`config.mk`:
```
export PLATFORM = sky130hd
export DESIGN_NAME = crcs_card_run
export DESIGN_NICKNAME = d
export VERILOG_FILES = /design/src/hw/crcs_pkg.sv /design/src/hw/crcs_ms_timer.sv /design/src/hw/crcs_card_run.sv
export SDC_FILE = /design/constraint.sdc
export NUM_CORES = 1
export LEC_CHECK = 0
export BUFFER_PORTS_ARGS = -buffer_cell sky130_fd_sc_hd__buf_2
export CAP_MARGIN = 15
export CELL_PAD_IN_SITES_DETAIL_PLACEMENT = 1
export CELL_PAD_IN_SITES_GLOBAL_PLACEMENT = 1
export CORE_MARGIN = 5
export CORE_UTILIZATION = 40
export CTS_CLUSTER_SIZE = 30
export DETAILED_ROUTE_END_ITERATION = 10
export HOLD_SLACK_MARGIN = 0.06
export PLACE_DENSITY = 0.72
export SYNTH_ARGS = -nofsm -noshare
export SYNTH_HDL_FRONTEND = slang
export SYNTH_SLANG_ARGS = --single-unit
export TNS_END_PERCENT = 30
```
`constraint.sdc`:
```
create_clock -name i_ref_clk -period 11.9 [get_ports i_ref_clk]
set_clock_uncertainty 0.1 [all_clocks]
set_input_delay 1.19 -clock i_ref_clk [delete_from_list [all_inputs] [get_ports i_ref_clk]]
set_output_delay 1.19 -clock i_ref_clk [all_outputs]
set_load 0.01 [all_outputs]
```
`src/hw/crcs_pkg.sv`:
```
// Shared constants and carrier types for the card run command and status block
package crcs_pkg;

  // Register offsets on the register port, kept as printed
  localparam int unsigned ADDR_W         = 20;
  localparam logic [19:0] OFS_COMMAND    = 20'h00064;
  localparam logic [19:0] OFS_STATUS     = 20'h0006E;
  localparam logic [19:0] OFS_TIMEOUT_MS = 20'h480DA;

  // Command register bit positions
  localparam int unsigned CMD_FULL_RESET      = 0;
  localparam int unsigned CMD_PUSH_CONFIG     = 1;
  localparam int unsigned CMD_BEGIN_RUN       = 2;
  localparam int unsigned CMD_TRIG_DETECT_ON  = 3;
  localparam int unsigned CMD_TRIG_FORCE      = 4;
  localparam int unsigned CMD_TRIG_DETECT_OFF = 5;
  localparam int unsigned CMD_END_RUN         = 6;
  localparam int unsigned WAIT_PRETRIG_FULL   = 12;
  localparam int unsigned WAIT_FIRST_TRIG     = 13;
  localparam int unsigned WAIT_RUN_DONE       = 14;
  localparam logic [31:0] CMD_KNOWN_MASK      = 32'h0000707F;

  // Status register bit positions
  localparam int unsigned STAT_PRETRIG_FULL = 0;
  localparam int unsigned STAT_TRIG_SEEN    = 1;
  localparam int unsigned STAT_RUN_DONE     = 2;

  // Reset values
  localparam logic [31:0] TIMEOUT_RST = 32'h00000000;
  localparam logic [2:0]  STATUS_RST  = 3'h0;

  // Result codes returned for writes and waits
  localparam logic [2:0] RES_OK      = 3'h0;
  localparam logic [2:0] RES_SEQ     = 3'h1;
  localparam logic [2:0] RES_TIMEOUT = 3'h2;
  localparam logic [2:0] RES_ABORT   = 3'h3;
  localparam logic [2:0] RES_BADREG  = 3'h4;

  // Timing: one millisecond at the reference clock
  localparam int unsigned CLK_PERIOD_NS = 4;
  localparam int unsigned MS_NS         = 1000000;
  localparam int unsigned CYCLES_PER_MS = MS_NS / CLK_PERIOD_NS;

  // Events from the acquisition or replay engine
  typedef struct packed {
    logic pretrig_filled;
    logic trig_event;
    logic run_complete;
  } crcs_evt_t;

  // Control strobes and levels toward the engine
  typedef struct packed {
    logic card_reset;
    logic push_config;
    logic run_active;
    logic trig_enable;
    logic trig_fire;
  } crcs_ctl_t;

endpackage

```
`src/hw/crcs_ms_timer.sv`:
```
// Millisecond wait timeout timer
`timescale 1ns/100ps
module crcs_ms_timer #(
  parameter int unsigned CYCLES_PER_MS = crcs_pkg::CYCLES_PER_MS
) (
  input  wire logic        i_ref_clk,
  input  wire logic        i_rst,
  input  wire logic        i_start,
  input  wire logic        i_cancel,
  input  wire logic [31:0] i_limit_ms,
  output logic             o_expired
);

  // Divider needs at least two cycles per millisecond
  if (CYCLES_PER_MS < 2)
  begin : g_bad_cycles
    $error("crcs_ms_timer: CYCLES_PER_MS must be at least 2");
  end

  logic        running;
  logic [31:0] div_cnt;
  logic [31:0] ms_left;
  logic        ms_tick;

  // Divider restarts with each wait so the first millisecond is whole
  always_ff @(posedge i_ref_clk or posedge i_rst)
  begin
    if (i_rst)
      div_cnt <= 32'h00000000;
    else if (i_start || !running || ms_tick)
      div_cnt <= 32'h00000000;
    else
      div_cnt <= div_cnt + 32'h00000001;
  end

  assign ms_tick = running && (div_cnt == CYCLES_PER_MS - 1);

  // Zero limit never arms, so the wait blocks until its event
  always_ff @(posedge i_ref_clk or posedge i_rst)
  begin
    if (i_rst)
    begin
      running   <= 1'b0;
      ms_left   <= 32'h00000000;
      o_expired <= 1'b0;
    end
    else
    begin
      o_expired <= 1'b0;
      if (i_cancel)
        running <= 1'b0;
      else if (i_start)
      begin
        running <= (i_limit_ms != 32'h00000000);
        ms_left <= i_limit_ms;
      end
      else if (ms_tick)
      begin
        if (ms_left == 32'h00000001)
        begin
          running   <= 1'b0;
          o_expired <= 1'b1;
        end
        ms_left <= ms_left - 32'h00000001;
      end
    end
  end

endmodule

```
`src/hw/crcs_card_run.sv`:
```
// Card run control: command decode, status bitmap, trigger gating and wait handling
//
// Functional notes
// - One write may carry several command bits; each set bit acts as its own command.
// - Any disallowed or meaningless bit combination rejects the whole write with sequence error.
// - Bit 1h performs a full card reset.
// - Bit 2h pushes pending configuration to hardware without starting a run.
// - Bit 4h starts a run, pushing configuration first if settings changed.
// - Bit 8h enables trigger detection, with start or later.
// - Bit 10h forces a trigger event immediately; with start it acts as software trigger.
// - Bit 20h disables trigger detection until enabled again.
// - Start leaves trigger detection off unless enable is given too.
// - Bit 40h ends the run; when idle it only aborts a pending wait.
// - Waits end with success on their event, or timeout code when time runs out.
// - A pending wait returns abort when stop or reset is issued.
// - Wait 1000h, acquisition only, blocks until pretrigger area filled once.
// - Triggers are evaluated only while detection enabled and, in acquisition mode, after pretrigger filled.
// - Wait 2000h blocks until first trigger; later triggers do not serve it.
// - Wait 4000h blocks until the run completes.
// - Timeout register holds limit in milliseconds; zero means wait forever.
// - Timeout defaults to disabled and stays in force until rewritten or a full reset disables it.
// - Timeout expiry leaves the card state untouched.
// - Status register is a read-only bitmap with several bits set together.
// - Status 1h pretrigger full, 2h first trigger, 4h run done.
`timescale 1ns/100ps
module crcs_card_run #(
  parameter int unsigned CYCLES_PER_MS = crcs_pkg::CYCLES_PER_MS
) (
  input  wire logic                 i_ref_clk,
  input  wire logic                 i_rst,
  input  wire logic                 i_wr,
  input  wire logic                 i_rd,
  input  wire logic [19:0]          i_addr,
  input  wire logic [31:0]          i_wdata,
  output logic                      o_ack,
  output logic [2:0]                o_code,
  output logic                      o_rd_valid,
  output logic [31:0]               o_rd_data,
  output logic                      o_wait_done,
  output logic [2:0]                o_wait_code,
  input  wire crcs_pkg::crcs_evt_t  i_evt,
  input  wire logic                 i_acq_mode,
  input  wire logic                 i_cfg_changed,
  output crcs_pkg::crcs_ctl_t       o_ctl
);

  // Timer divider cannot serve fewer than two cycles per millisecond
  if (CYCLES_PER_MS < 2)
  begin : g_bad_cycles
    $error("crcs_card_run: CYCLES_PER_MS must be at least 2");
  end

  ////////////////////////////////////////////////////////////////////////////
  // Command decode

  logic        cmd_wr;
  logic        seq_err;
  logic        accepted;
  logic [2:0]  wait_req;
  logic        c_reset;
  logic        c_push;
  logic        c_start;
  logic        c_on;
  logic        c_force;
  logic        c_off;
  logic        c_stop;
  logic        run_active;
  logic        trig_enable;
  logic [2:0]  status;
  logic        wait_pend;
  logic [2:0]  wait_mask;
  logic [31:0] timeout_ms;
  logic        tmr_expired;
  logic        wait_met;
  logic        wait_abort;
  logic        trig_fire_now;

  assign cmd_wr   = i_wr && (i_addr == crcs_pkg::OFS_COMMAND);
  assign c_reset  = i_wdata[crcs_pkg::CMD_FULL_RESET];
  assign c_push   = i_wdata[crcs_pkg::CMD_PUSH_CONFIG];
  assign c_start  = i_wdata[crcs_pkg::CMD_BEGIN_RUN];
  assign c_on     = i_wdata[crcs_pkg::CMD_TRIG_DETECT_ON];
  assign c_force  = i_wdata[crcs_pkg::CMD_TRIG_FORCE];
  assign c_off    = i_wdata[crcs_pkg::CMD_TRIG_DETECT_OFF];
  assign c_stop   = i_wdata[crcs_pkg::CMD_END_RUN];
  assign wait_req = {i_wdata[crcs_pkg::WAIT_RUN_DONE], i_wdata[crcs_pkg::WAIT_FIRST_TRIG],
                     i_wdata[crcs_pkg::WAIT_PRETRIG_FULL]};

  // Whole write refused on any conflict; no bit of it takes effect
  always_comb
  begin
    seq_err = 1'b0;
    if ((i_wdata & ~crcs_pkg::CMD_KNOWN_MASK) != 32'h00000000)
      seq_err = 1'b1;
    if (c_reset && ((i_wdata[6:1] != 6'h00) || (wait_req != 3'h0)))
      seq_err = 1'b1;
    if (c_start && (run_active || c_stop))
      seq_err = 1'b1;
    if (c_on && c_off)
      seq_err = 1'b1;
    if (c_force && !run_active && !c_start)
      seq_err = 1'b1;
    if (c_stop && (wait_req != 3'h0))
      seq_err = 1'b1;
    if (wait_req[0] && !i_acq_mode)
      seq_err = 1'b1;
    if (wait_pend && (wait_req != 3'h0))
      seq_err = 1'b1;
  end

  assign accepted = cmd_wr && !seq_err;

  ////////////////////////////////////////////////////////////////////////////
  // Write answer and register reads

  // Every write is answered one cycle later with its code
  always_ff @(posedge i_ref_clk or posedge i_rst)
  begin
    if (i_rst)
    begin
      o_ack  <= 1'b0;
      o_code <= crcs_pkg::RES_OK;
    end
    else
    begin
      o_ack <= i_wr;
      if (cmd_wr)
        o_code <= seq_err ? crcs_pkg::RES_SEQ : crcs_pkg::RES_OK;
      else if (i_wr && (i_addr == crcs_pkg::OFS_TIMEOUT_MS))
        o_code <= crcs_pkg::RES_OK;
      else if (i_wr)
        o_code <= crcs_pkg::RES_BADREG;
    end
  end

  // Command reads as zero, status bits above 4h read as zero
  always_ff @(posedge i_ref_clk or posedge i_rst)
  begin
    if (i_rst)
    begin
      o_rd_valid <= 1'b0;
      o_rd_data  <= 32'h00000000;
    end
    else
    begin
      o_rd_valid <= i_rd;
      if (i_rd && (i_addr == crcs_pkg::OFS_STATUS))
        o_rd_data <= {29'h00000000, status};
      else if (i_rd && (i_addr == crcs_pkg::OFS_TIMEOUT_MS))
        o_rd_data <= timeout_ms;
      else if (i_rd)
        o_rd_data <= 32'h00000000;
    end
  end

  // Timeout limit survives across waits; full reset returns it to off
  always_ff @(posedge i_ref_clk or posedge i_rst)
  begin
    if (i_rst)
      timeout_ms <= crcs_pkg::TIMEOUT_RST;
    else if (accepted && c_reset)
      timeout_ms <= crcs_pkg::TIMEOUT_RST;
    else if (i_wr && (i_addr == crcs_pkg::OFS_TIMEOUT_MS))
      timeout_ms <= i_wdata;
  end

  ////////////////////////////////////////////////////////////////////////////
  // Run and trigger control

  // Run ends on stop, reset or completion from the engine
  always_ff @(posedge i_ref_clk or posedge i_rst)
  begin
    if (i_rst)
      run_active <= 1'b0;
    else if (accepted && (c_reset || c_stop))
      run_active <= 1'b0;
    else if (accepted && c_start)
      run_active <= 1'b1;
    else if (i_evt.run_complete)
      run_active <= 1'b0;
  end

  // Detection always starts off unless enable rides with start
  always_ff @(posedge i_ref_clk or posedge i_rst)
  begin
    if (i_rst)
      trig_enable <= 1'b0;
    else if (accepted && c_reset)
      trig_enable <= 1'b0;
    else if (accepted && c_start)
      trig_enable <= c_on;
    else if (accepted && c_on)
      trig_enable <= 1'b1;
    else if (accepted && c_off)
      trig_enable <= 1'b0;
  end

  // Generation has no pretrigger area, so it is not gated there
  assign trig_fire_now = (accepted && c_force) ||
                         (run_active && trig_enable && i_evt.trig_event &&
                          (status[crcs_pkg::STAT_PRETRIG_FULL] || !i_acq_mode));

  // Strobes toward the engine are one cycle wide
  always_ff @(posedge i_ref_clk or posedge i_rst)
  begin
    if (i_rst)
      o_ctl <= '0;
    else
    begin
      o_ctl.card_reset  <= accepted && c_reset;
      o_ctl.push_config <= accepted && (c_push || (c_start && i_cfg_changed));
      o_ctl.trig_fire   <= trig_fire_now;
      o_ctl.run_active  <= run_active;
      o_ctl.trig_enable <= trig_enable;
    end
  end

  ////////////////////////////////////////////////////////////////////////////
  // Status bitmap

  // Start clears before the sets, keeping an event of that cycle; full reset drops all
  always_ff @(posedge i_ref_clk or posedge i_rst)
  begin
    if (i_rst)
      status <= crcs_pkg::STATUS_RST;
    else
    begin
      logic [2:0] next_status;
      next_status = status;
      if (accepted && c_start)
        next_status = 3'h0;
      if (run_active && i_acq_mode && i_evt.pretrig_filled)
        next_status[crcs_pkg::STAT_PRETRIG_FULL] = 1'b1;
      if (trig_fire_now)
        next_status[crcs_pkg::STAT_TRIG_SEEN] = 1'b1;
      if (run_active && (i_evt.run_complete || (accepted && c_stop)))
        next_status[crcs_pkg::STAT_RUN_DONE] = 1'b1;
      if (accepted && c_reset)
        next_status = 3'h0;
      status <= next_status;
    end
  end

  ////////////////////////////////////////////////////////////////////////////
  // Wait handling

  // All requested targets must be reached; trig_seen is sticky so later triggers add nothing
  assign wait_met   = wait_pend && ((wait_mask & ~status) == 3'h0);
  assign wait_abort = wait_pend && accepted && (c_stop || c_reset);

  always_ff @(posedge i_ref_clk or posedge i_rst)
  begin
    if (i_rst)
    begin
      wait_pend   <= 1'b0;
      wait_mask   <= 3'h0;
      o_wait_done <= 1'b0;
      o_wait_code <= crcs_pkg::RES_OK;
    end
    else
    begin
      o_wait_done <= 1'b0;
      if (wait_abort)
      begin
        wait_pend   <= 1'b0;
        o_wait_done <= 1'b1;
        o_wait_code <= crcs_pkg::RES_ABORT;
      end
      else if (wait_met)
      begin
        wait_pend   <= 1'b0;
        o_wait_done <= 1'b1;
        o_wait_code <= crcs_pkg::RES_OK;
      end
      else if (wait_pend && tmr_expired)
      begin
        wait_pend   <= 1'b0;
        o_wait_done <= 1'b1;
        o_wait_code <= crcs_pkg::RES_TIMEOUT;
      end
      else if (accepted && (wait_req != 3'h0))
      begin
        wait_pend <= 1'b1;
        wait_mask <= wait_req;
      end
    end
  end

  // Timer only reports; expiry never touches run or status state
  crcs_ms_timer #(
    .CYCLES_PER_MS (CYCLES_PER_MS)
  ) u_timer (
    .i_ref_clk  (i_ref_clk),
    .i_rst      (i_rst),
    .i_start    (accepted && (wait_req != 3'h0)),
    .i_cancel   (wait_pend && (wait_abort || wait_met)),
    .i_limit_ms (timeout_ms),
    .o_expired  (tmr_expired)
  );

  ////////////////////////////////////////////////////////////////////////////
  // Checks

  a_seq_reject: assert property (@(posedge i_ref_clk) disable iff (i_rst)
    (cmd_wr && seq_err) |=> (o_ack && o_code == crcs_pkg::RES_SEQ && !o_ctl.card_reset && !o_ctl.push_config))
    else $error("refused write had an effect or wrong code");

  a_reset_strobe: assert property (@(posedge i_ref_clk) disable iff (i_rst)
    (accepted && c_reset) |=> (o_ctl.card_reset && !run_active && status == 3'h0 && timeout_ms == 32'h0))
    else $error("full reset did not clear state");

  a_push_only: assert property (@(posedge i_ref_clk) disable iff (i_rst)
    (accepted && c_push && !c_start) |=> (o_ctl.push_config && !$rose(run_active)))
    else $error("push config missing or started run");

  a_start_arms: assert property (@(posedge i_ref_clk) disable iff (i_rst)
    (accepted && c_start) |=> (run_active && trig_enable == $past(c_on) && status[0] == 1'b0))
    else $error("start left wrong trigger or status state");

  a_force_fires: assert property (@(posedge i_ref_clk) disable iff (i_rst)
    (accepted && c_force) |=> (o_ctl.trig_fire && status[crcs_pkg::STAT_TRIG_SEEN]))
    else $error("forced trigger not produced");

  a_trig_gate: assert property (@(posedge i_ref_clk) disable iff (i_rst)
    (i_evt.trig_event && i_acq_mode && !status[0] && !(accepted && c_force)) |=> !o_ctl.trig_fire)
    else $error("trigger passed before pretrigger full");

  a_stop_idle: assert property (@(posedge i_ref_clk) disable iff (i_rst)
    (accepted && c_stop && !run_active) |=> $stable(status))
    else $error("stop while idle changed status");

  a_wait_abort: assert property (@(posedge i_ref_clk) disable iff (i_rst)
    wait_abort |=> (o_wait_done && o_wait_code == crcs_pkg::RES_ABORT) ##1 !o_wait_done)
    else $error("pending wait not aborted");

  a_wait_ok: assert property (@(posedge i_ref_clk) disable iff (i_rst)
    (wait_met && !wait_abort) |=> (o_wait_done && o_wait_code == crcs_pkg::RES_OK && !wait_pend))
    else $error("reached wait target not reported");

  a_timeout_keep: assert property (@(posedge i_ref_clk) disable iff (i_rst)
    (wait_pend && tmr_expired && !wait_met && !wait_abort && !cmd_wr && !i_evt.run_complete)
      |=> ($stable(run_active) && o_wait_code == crcs_pkg::RES_TIMEOUT))
    else $error("timeout changed run state");

  c_run_done: cover property (@(posedge i_ref_clk) disable iff (i_rst)
    o_wait_done && o_wait_code == crcs_pkg::RES_OK && status[crcs_pkg::STAT_RUN_DONE]);
  c_timeout: cover property (@(posedge i_ref_clk) disable iff (i_rst)
    o_wait_done && o_wait_code == crcs_pkg::RES_TIMEOUT);
  c_abort: cover property (@(posedge i_ref_clk) disable iff (i_rst)
    o_wait_done && o_wait_code == crcs_pkg::RES_ABORT);
  c_real_trig: cover property (@(posedge i_ref_clk) disable iff (i_rst)
    o_ctl.trig_fire && status[0]);

endmodule

```
======== Word level (Yosys, flattened, before mapping) ========
Cells that the tools add are included.
storage, ports and cells
  output and inout bits ................... 46
  memory bits (writable) .................. 0
  register bits ........................... 153
  bits of input ports ..................... 61
  memories kept ........................... 0
  word-level logic and storage cells ...... 157
  memory bits (read-only) ................. 0
  bits in latches ......................... 0
operators by class
  div/mod/pow operators ................... 0
  bitwise gates (word level) .............. 6
  $mul .................................... 0
  reduce and logical (&&, ||, !) cells .... 71
  order comparisons ....................... 0
  multiplexer cells ....................... 50
  shift-type cells ........................ 0
  add/subtract/negate cells ............... 2
  eq/ne operators ......................... 5
operators with widths
  cell                     number
  $mux W32                 8
  $reduce_bool A32 Y1      2
  $eq A20 B7 Y1 const B    2
  $logic_and A1 B1 Y1      35
  $mux W1                  34
  $add A32 B1 Y32 const B  1
  $eq A32 B1 Y1 const B    1
  $eq A32 B18 Y1 const B   1
  $sub A32 B1 Y32 const B  1
  $reduce_bool A3 Y1       10
  $mux W3                  8
  $eq A20 B19 Y1 const B   1
  $logic_or A1 B1 Y1       10
  $reduce_bool A4 Y1       2
  $reduce_bool A6 Y1       1
  $logic_not A1 Y1         5
  $not A1 Y1               4
  $reduce_and A2 Y1        2
  $reduce_and A4 Y1        1
  $reduce_bool A2 Y1       2
  $and A3 B3 Y3            1
  $logic_not A3 Y1         1
  $not A3 Y3               1

======== Longest topological paths before layout ========
  depth after elaboration ................. 18
  depth in mapped cells ................... 10

======== Cells and area by module ========
A second synthesis with hierarchy kept.
unflattened totals
  cells, all modules ...................... 739
  area total of the unflattened synthesis .. 7,428.4 µm²
by module, submodules not included
  module         area each (µm²)  sequential area each (µm²)  cells an instance  instances
  crcs_ms_timer  3,833.7          1,651.6                     442                1
  crcs_card_run  3,594.7          2,127.0                     297                1

======== Worst setup path after synthesis ========
No wires, ideal clock.
  kind .................................... input-to-reg
  start ................................... input port i_addr[0]
  end ..................................... register timeout_ms[10]
  required time ........................... 11,664 ps
  stages on the path ...................... 8
  setup slack ............................. 8,545 ps
  arrival time ............................ 3,119 ps
  buffers on the path ..................... 2
  cell sequence ........................... nor4b_1 > nand3_1 > nor4_1 > clkbuf_1 > nand2_1 > nor2_1 > clkbuf_1 > a21oi_1
between the ends
  word-level cells in the longest chain between the ends .. 5
  elaborated cells between the ends (all ways) .. 8
RTL lines
  item                                            line                  RTL
  from (decl)                                     crcs_card_run.sv:33   input wire logic [19:0] i_addr,
  $eq A20 B7 Y1                                   crcs_card_run.sv:78   assign cmd_wr = i_wr && (i_addr == crcs_pkg::OFS_COMMAND);
  $logic_and A1 B1 Y1                             crcs_card_run.sv:78
  $logic_and A1 B1 Y1                             crcs_card_run.sv:111  assign accepted = cmd_wr && !seq_err;
  $logic_and A1 B1 Y1                             crcs_card_run.sv:161  else if (accepted && c_reset)
  $mux W32 or $reduce_bool A2 Y1 (tied branches)  --
  to (signal assigned)                            crcs_card_run.sv:160  timeout_ms <= crcs_pkg::TIMEOUT_RST;
  to (signal assigned)                            crcs_card_run.sv:162  timeout_ms <= crcs_pkg::TIMEOUT_RST;
  to (signal assigned)                            crcs_card_run.sv:164  timeout_ms <= i_wdata;
  to (decl)                                       crcs_card_run.sv:72   logic [31:0] timeout_ms;
Parallel ways exist; a longest one is shown, timed or not.
A chain may end at the register's enable or synchronous reset.

======== Final worst setup path ========
  start ................................... input port i_wdata[9]
  end ..................................... register u_timer.div_cnt[6]
between the ends
  word-level cells in the longest chain between the ends .. 15
RTL lines
  item                             line                  RTL
  from (decl)                      crcs_card_run.sv:34   input wire logic [31:0] i_wdata,
  $reduce_bool A32 Y1              crcs_card_run.sv:93   if ((i_wdata & ~crcs_pkg::CMD_KNOWN_MASK) != 32'h00000000)
  $mux W1                          crcs_card_run.sv:93
  $mux W1                          crcs_card_run.sv:95   if (c_reset && ((i_wdata[6:1] != 6'h00) || (wait_req != 3'h0)))
  $mux W1                          crcs_card_run.sv:97   if (c_start && (run_active || c_stop))
  $mux W1                          crcs_card_run.sv:99   if (c_on && c_off)
  $mux W1                          crcs_card_run.sv:101  if (c_force && !run_active && !c_start)
  $mux W1                          crcs_card_run.sv:103  if (c_stop && (wait_req != 3'h0))
  $mux W1                          crcs_card_run.sv:105  if (wait_req[0] && !i_acq_mode)
  $mux W1                          crcs_card_run.sv:107  if (wait_pend && (wait_req != 3'h0))
  $logic_not A1 Y1                 crcs_card_run.sv:111
  $logic_and A1 B1 Y1              crcs_card_run.sv:111
  $logic_and A1 B1 Y1              crcs_card_run.sv:295  .i_start (accepted && (wait_req != 3'h0)),
  $logic_or A1 B1 Y1 (2 in a row)  crcs_ms_timer.sv:30   else if (i_start || !running || ms_tick)
  $mux W32                         crcs_ms_timer.sv:30
  to (signal assigned)             crcs_ms_timer.sv:33   div_cnt <= div_cnt + 32'h00000001;
  to (decl)                        crcs_ms_timer.sv:21   logic [31:0] div_cnt;
Every way passes these cells.

==> results.cfg <==
[pwr]
p_seq_frac = 0.473
pwr_density_cell_mw_per_mm2 = 123
switching_power_uw = 265
switching_share = 0.244
finalPower_mw = 1.09
p_int_uw = 823
p_leak_nw = 3.76
pwr-share-clk = 0.493
ir_drop_uv = 99.2
p_comb_frac = 0.034

[die]
die_w_um = 148
rows = 50
fp.dieH_um = 148
io-pin-count = 107
die_area_mm2 = 0.0218
coreArea_mm2 = 0.0186
start_util = 0.406

[clock_network]
clkTransAtPathRegs_ps = 70
numCtsBuffers = 17
numClockSinks = 151
post_cts_buffers = 0
root_buffer = clkbuf_16
cts_resized = 0
hold_buffers = 0
cts_tree = yes
cts_max_level = 4
clock_latency_ps = 430
cts_buffer_depth = 2

[synthesis]
ys_warn_count = 0
synth_area_per_cell_um2 = 8.93
synthDistinctLibCells = 57
synth_edf_count = 0
synth.cell_area_mm2 = 0.00757
synth_seq_area_share = 0.499
postSynthCellCount = 848
ys_ff_latch = 151
synth_flop_cell = dfrtp_1
async_flop_share = 1.00

[detailed_routing]
wirelength_um = 23500
vias = 6820
antenna_left = 0
vias_per_cell = 5.82
dr.pass1.iters = 4
wl_per_cell_um = 20.1
drcViolationCount = 0
drtIter0Drc = 435

[timing]
slew_violations = 0
worst_slew_pin_slew_ps = 1130
fmax_mhz = 248
slew_headroom = 0.244
finalSetupViolations = 0
rsz0062_at_grt = no
fin_hold_ws_ps = 362
period_share = 0.339
hold_violations = 0
period_minus_slack_ps = 4030
setup_tns_ps = 0

[layout]
layout_commonest_cell = dfrtp_1
drive_above_1_share = 0.170
final-seq-area_mm2 = 0.00378
syn_to_final_growth_pct = 16.7
n_fill_cell = 2232
final_cell_mix = dfrtp_1, buf_2, nand3_1, nor2_1, a21oi_1
final_cells = 1171
diodes = 0
multi_input_comb_area_mm2 = 0.00341
layout.nets = 988

[critical_path]
arrival_ps = 4230
endpoint_kind = register
setup.worst_path.start = i_wdata[9]
timing.rr.start = u_timer.ms_left[0]
r2r_cells = 8
cp-start-kind = input pin
cp_max_fo = 32
rrSetupSlack_ps = 8330
worstPathRequired_ps = 12100
rr_endpoint = u_timer.ms_left[30]
crit_type = in2reg

[min_path]
hp-start = trig_enable
min_to = o_ctl[1]
hold_class = reg2reg
hold_path_depth = 0

[grt]
grt_pass1_wl_um = 39100
grt_pass1_vias = 7108
gr-usage-all-layers = 0.222
grt_max_degree = 77
grt_overflow_total = 0
grt_antenna_before_repair = 0

[status]
status = completed

[placement]
numPlacedInstances = 1138
gp_congestion = 0.825
dp_hpwl_um = 16300
portBuffers = 104

[job]
max_cap_viol_count = 0
flip-flops by register name (all words and copies together) (netlist names), 2 cells and up:
signal	cells
o_code	2
o_ctl	5
o_rd_data	32
o_wait_code	2
status	3
timeout_ms	32
u_timer.div_cnt	32
u_timer.ms_left	32
wait_mask	3
metal layers:
layer | wire [um] | global-route usage
met1 | 11100 | 0.314
met2 | 11100 | 0.353
met5 | 0 | 0
met3 | 937 | 0.0374
met4 | 353 | 0.0620
power by group through the flow:
stage / Sequential, mW / Combinational, mW / Clock, mW
5_1_grt: 0.514 / 0.0422 / 0.571
2_1_floorplan: 0.525 / 0.0169 / 0
3_5_place_dp: 0.524 / 0.0380 / 0
3_3_place_gp: 0.524 / 0.0375 / 0
6_report: 0.515 / 0.0370 / 0.536
4_1_cts: 0.515 / 0.0379 / 0.546
Yosys cell counts, drive strengths merged (4+ instances only):
cell type / count / share of area
a32oi: 4 / 0.0046
buf: 13 / 0.0081
a2111oi: 5 / 0.0058
and2: 4 / 0.0033
dfrtp: 151 / 0.50
nor2: 77 / 0.038
a211oi: 10 / 0.0099
a22oi: 10 / 0.0099
nor3: 22 / 0.015
o21ai: 58 / 0.038
clkbuf: 43 / 0.021
nand2b: 6 / 0.0050
o2bb2ai: 16 / 0.019
nor4: 35 / 0.029
nand2: 63 / 0.031
xor2: 17 / 0.020
xnor2: 13 / 0.015
nand4: 21 / 0.017
mux2i: 8 / 0.011
or2: 4 / 0.0033
inv: 50 / 0.025
nand3: 83 / 0.055
and4: 5 / 0.0058
or4: 11 / 0.011
a2bb2oi: 5 / 0.0058
a21oi: 69 / 0.046
cells by family (layout without fill, tap and decap cells):
kind of cell / after synthesis / after routing / share of synthesized area
and+or+nand+nor: 349 / 349 / 0.232
xor gates and xnor gates: 30 / 30 / 0.0347
buffers and inverters: 106 / 194 / 0.0542
adders and majority gates: 3 / 3 / 0.00496
muxes: 8 / 8 / 0.0106
other: 1 / 2 / 0.000495
DFF: 151 / 151 / 0.499
AOI/OAI and AO/OA: 200 / 200 / 0.164
area by class of cell:
class                           instances  share of cell area
Clock buffer                           18              0.0497
Clock inverter                         14              0.0156
Inverter                               50              0.0218
Multi-Input combinational cell        592               0.387
Sequential cell                       151               0.428
Tap cell                              234              0.0331
Timing Repair Buffer                  112              0.0654
worst max-delay path by stage:
stage                     slack, ps  cells past startpoint                   to
after detailed placement       7470                      9   u_timer.div_cnt[4]
after global routing           7680                      9   u_timer.div_cnt[6]
after global placement         7510                      9  u_timer.div_cnt[16]
after CTS                      7920                      9   u_timer.div_cnt[6]
after floorplan                6550                      1                o_ack
final                          7870                      9   u_timer.div_cnt[6]
critical path, cell delays in order:
cell	delay [ps]
buf_2	110
nor4_1	380
nand4_1	290
nor4_2	310
buf_4	350
nand2_1	740
nand3_1	330
buf_4	380
nor2_1	110
through the flow:
| step | util | setup slack, ps | cell area, um2 |
|---|---|---|---|
| 2_1_floorplan | - | 6550 | 7570 |
| 3_3_place_gp | 0.443 | 7510 | 8250 |
| 3_5_place_dp | 0.443 | 7470 | 8250 |
| 4_1_cts | 0.474 | 7920 | 8830 |
| 5_1_grt | 0.474 | 7680 | 8830 |
| 6_report | 0.474 | 7870 | 8830 |
No activity file was read; power rests on OpenSTA's default activity.
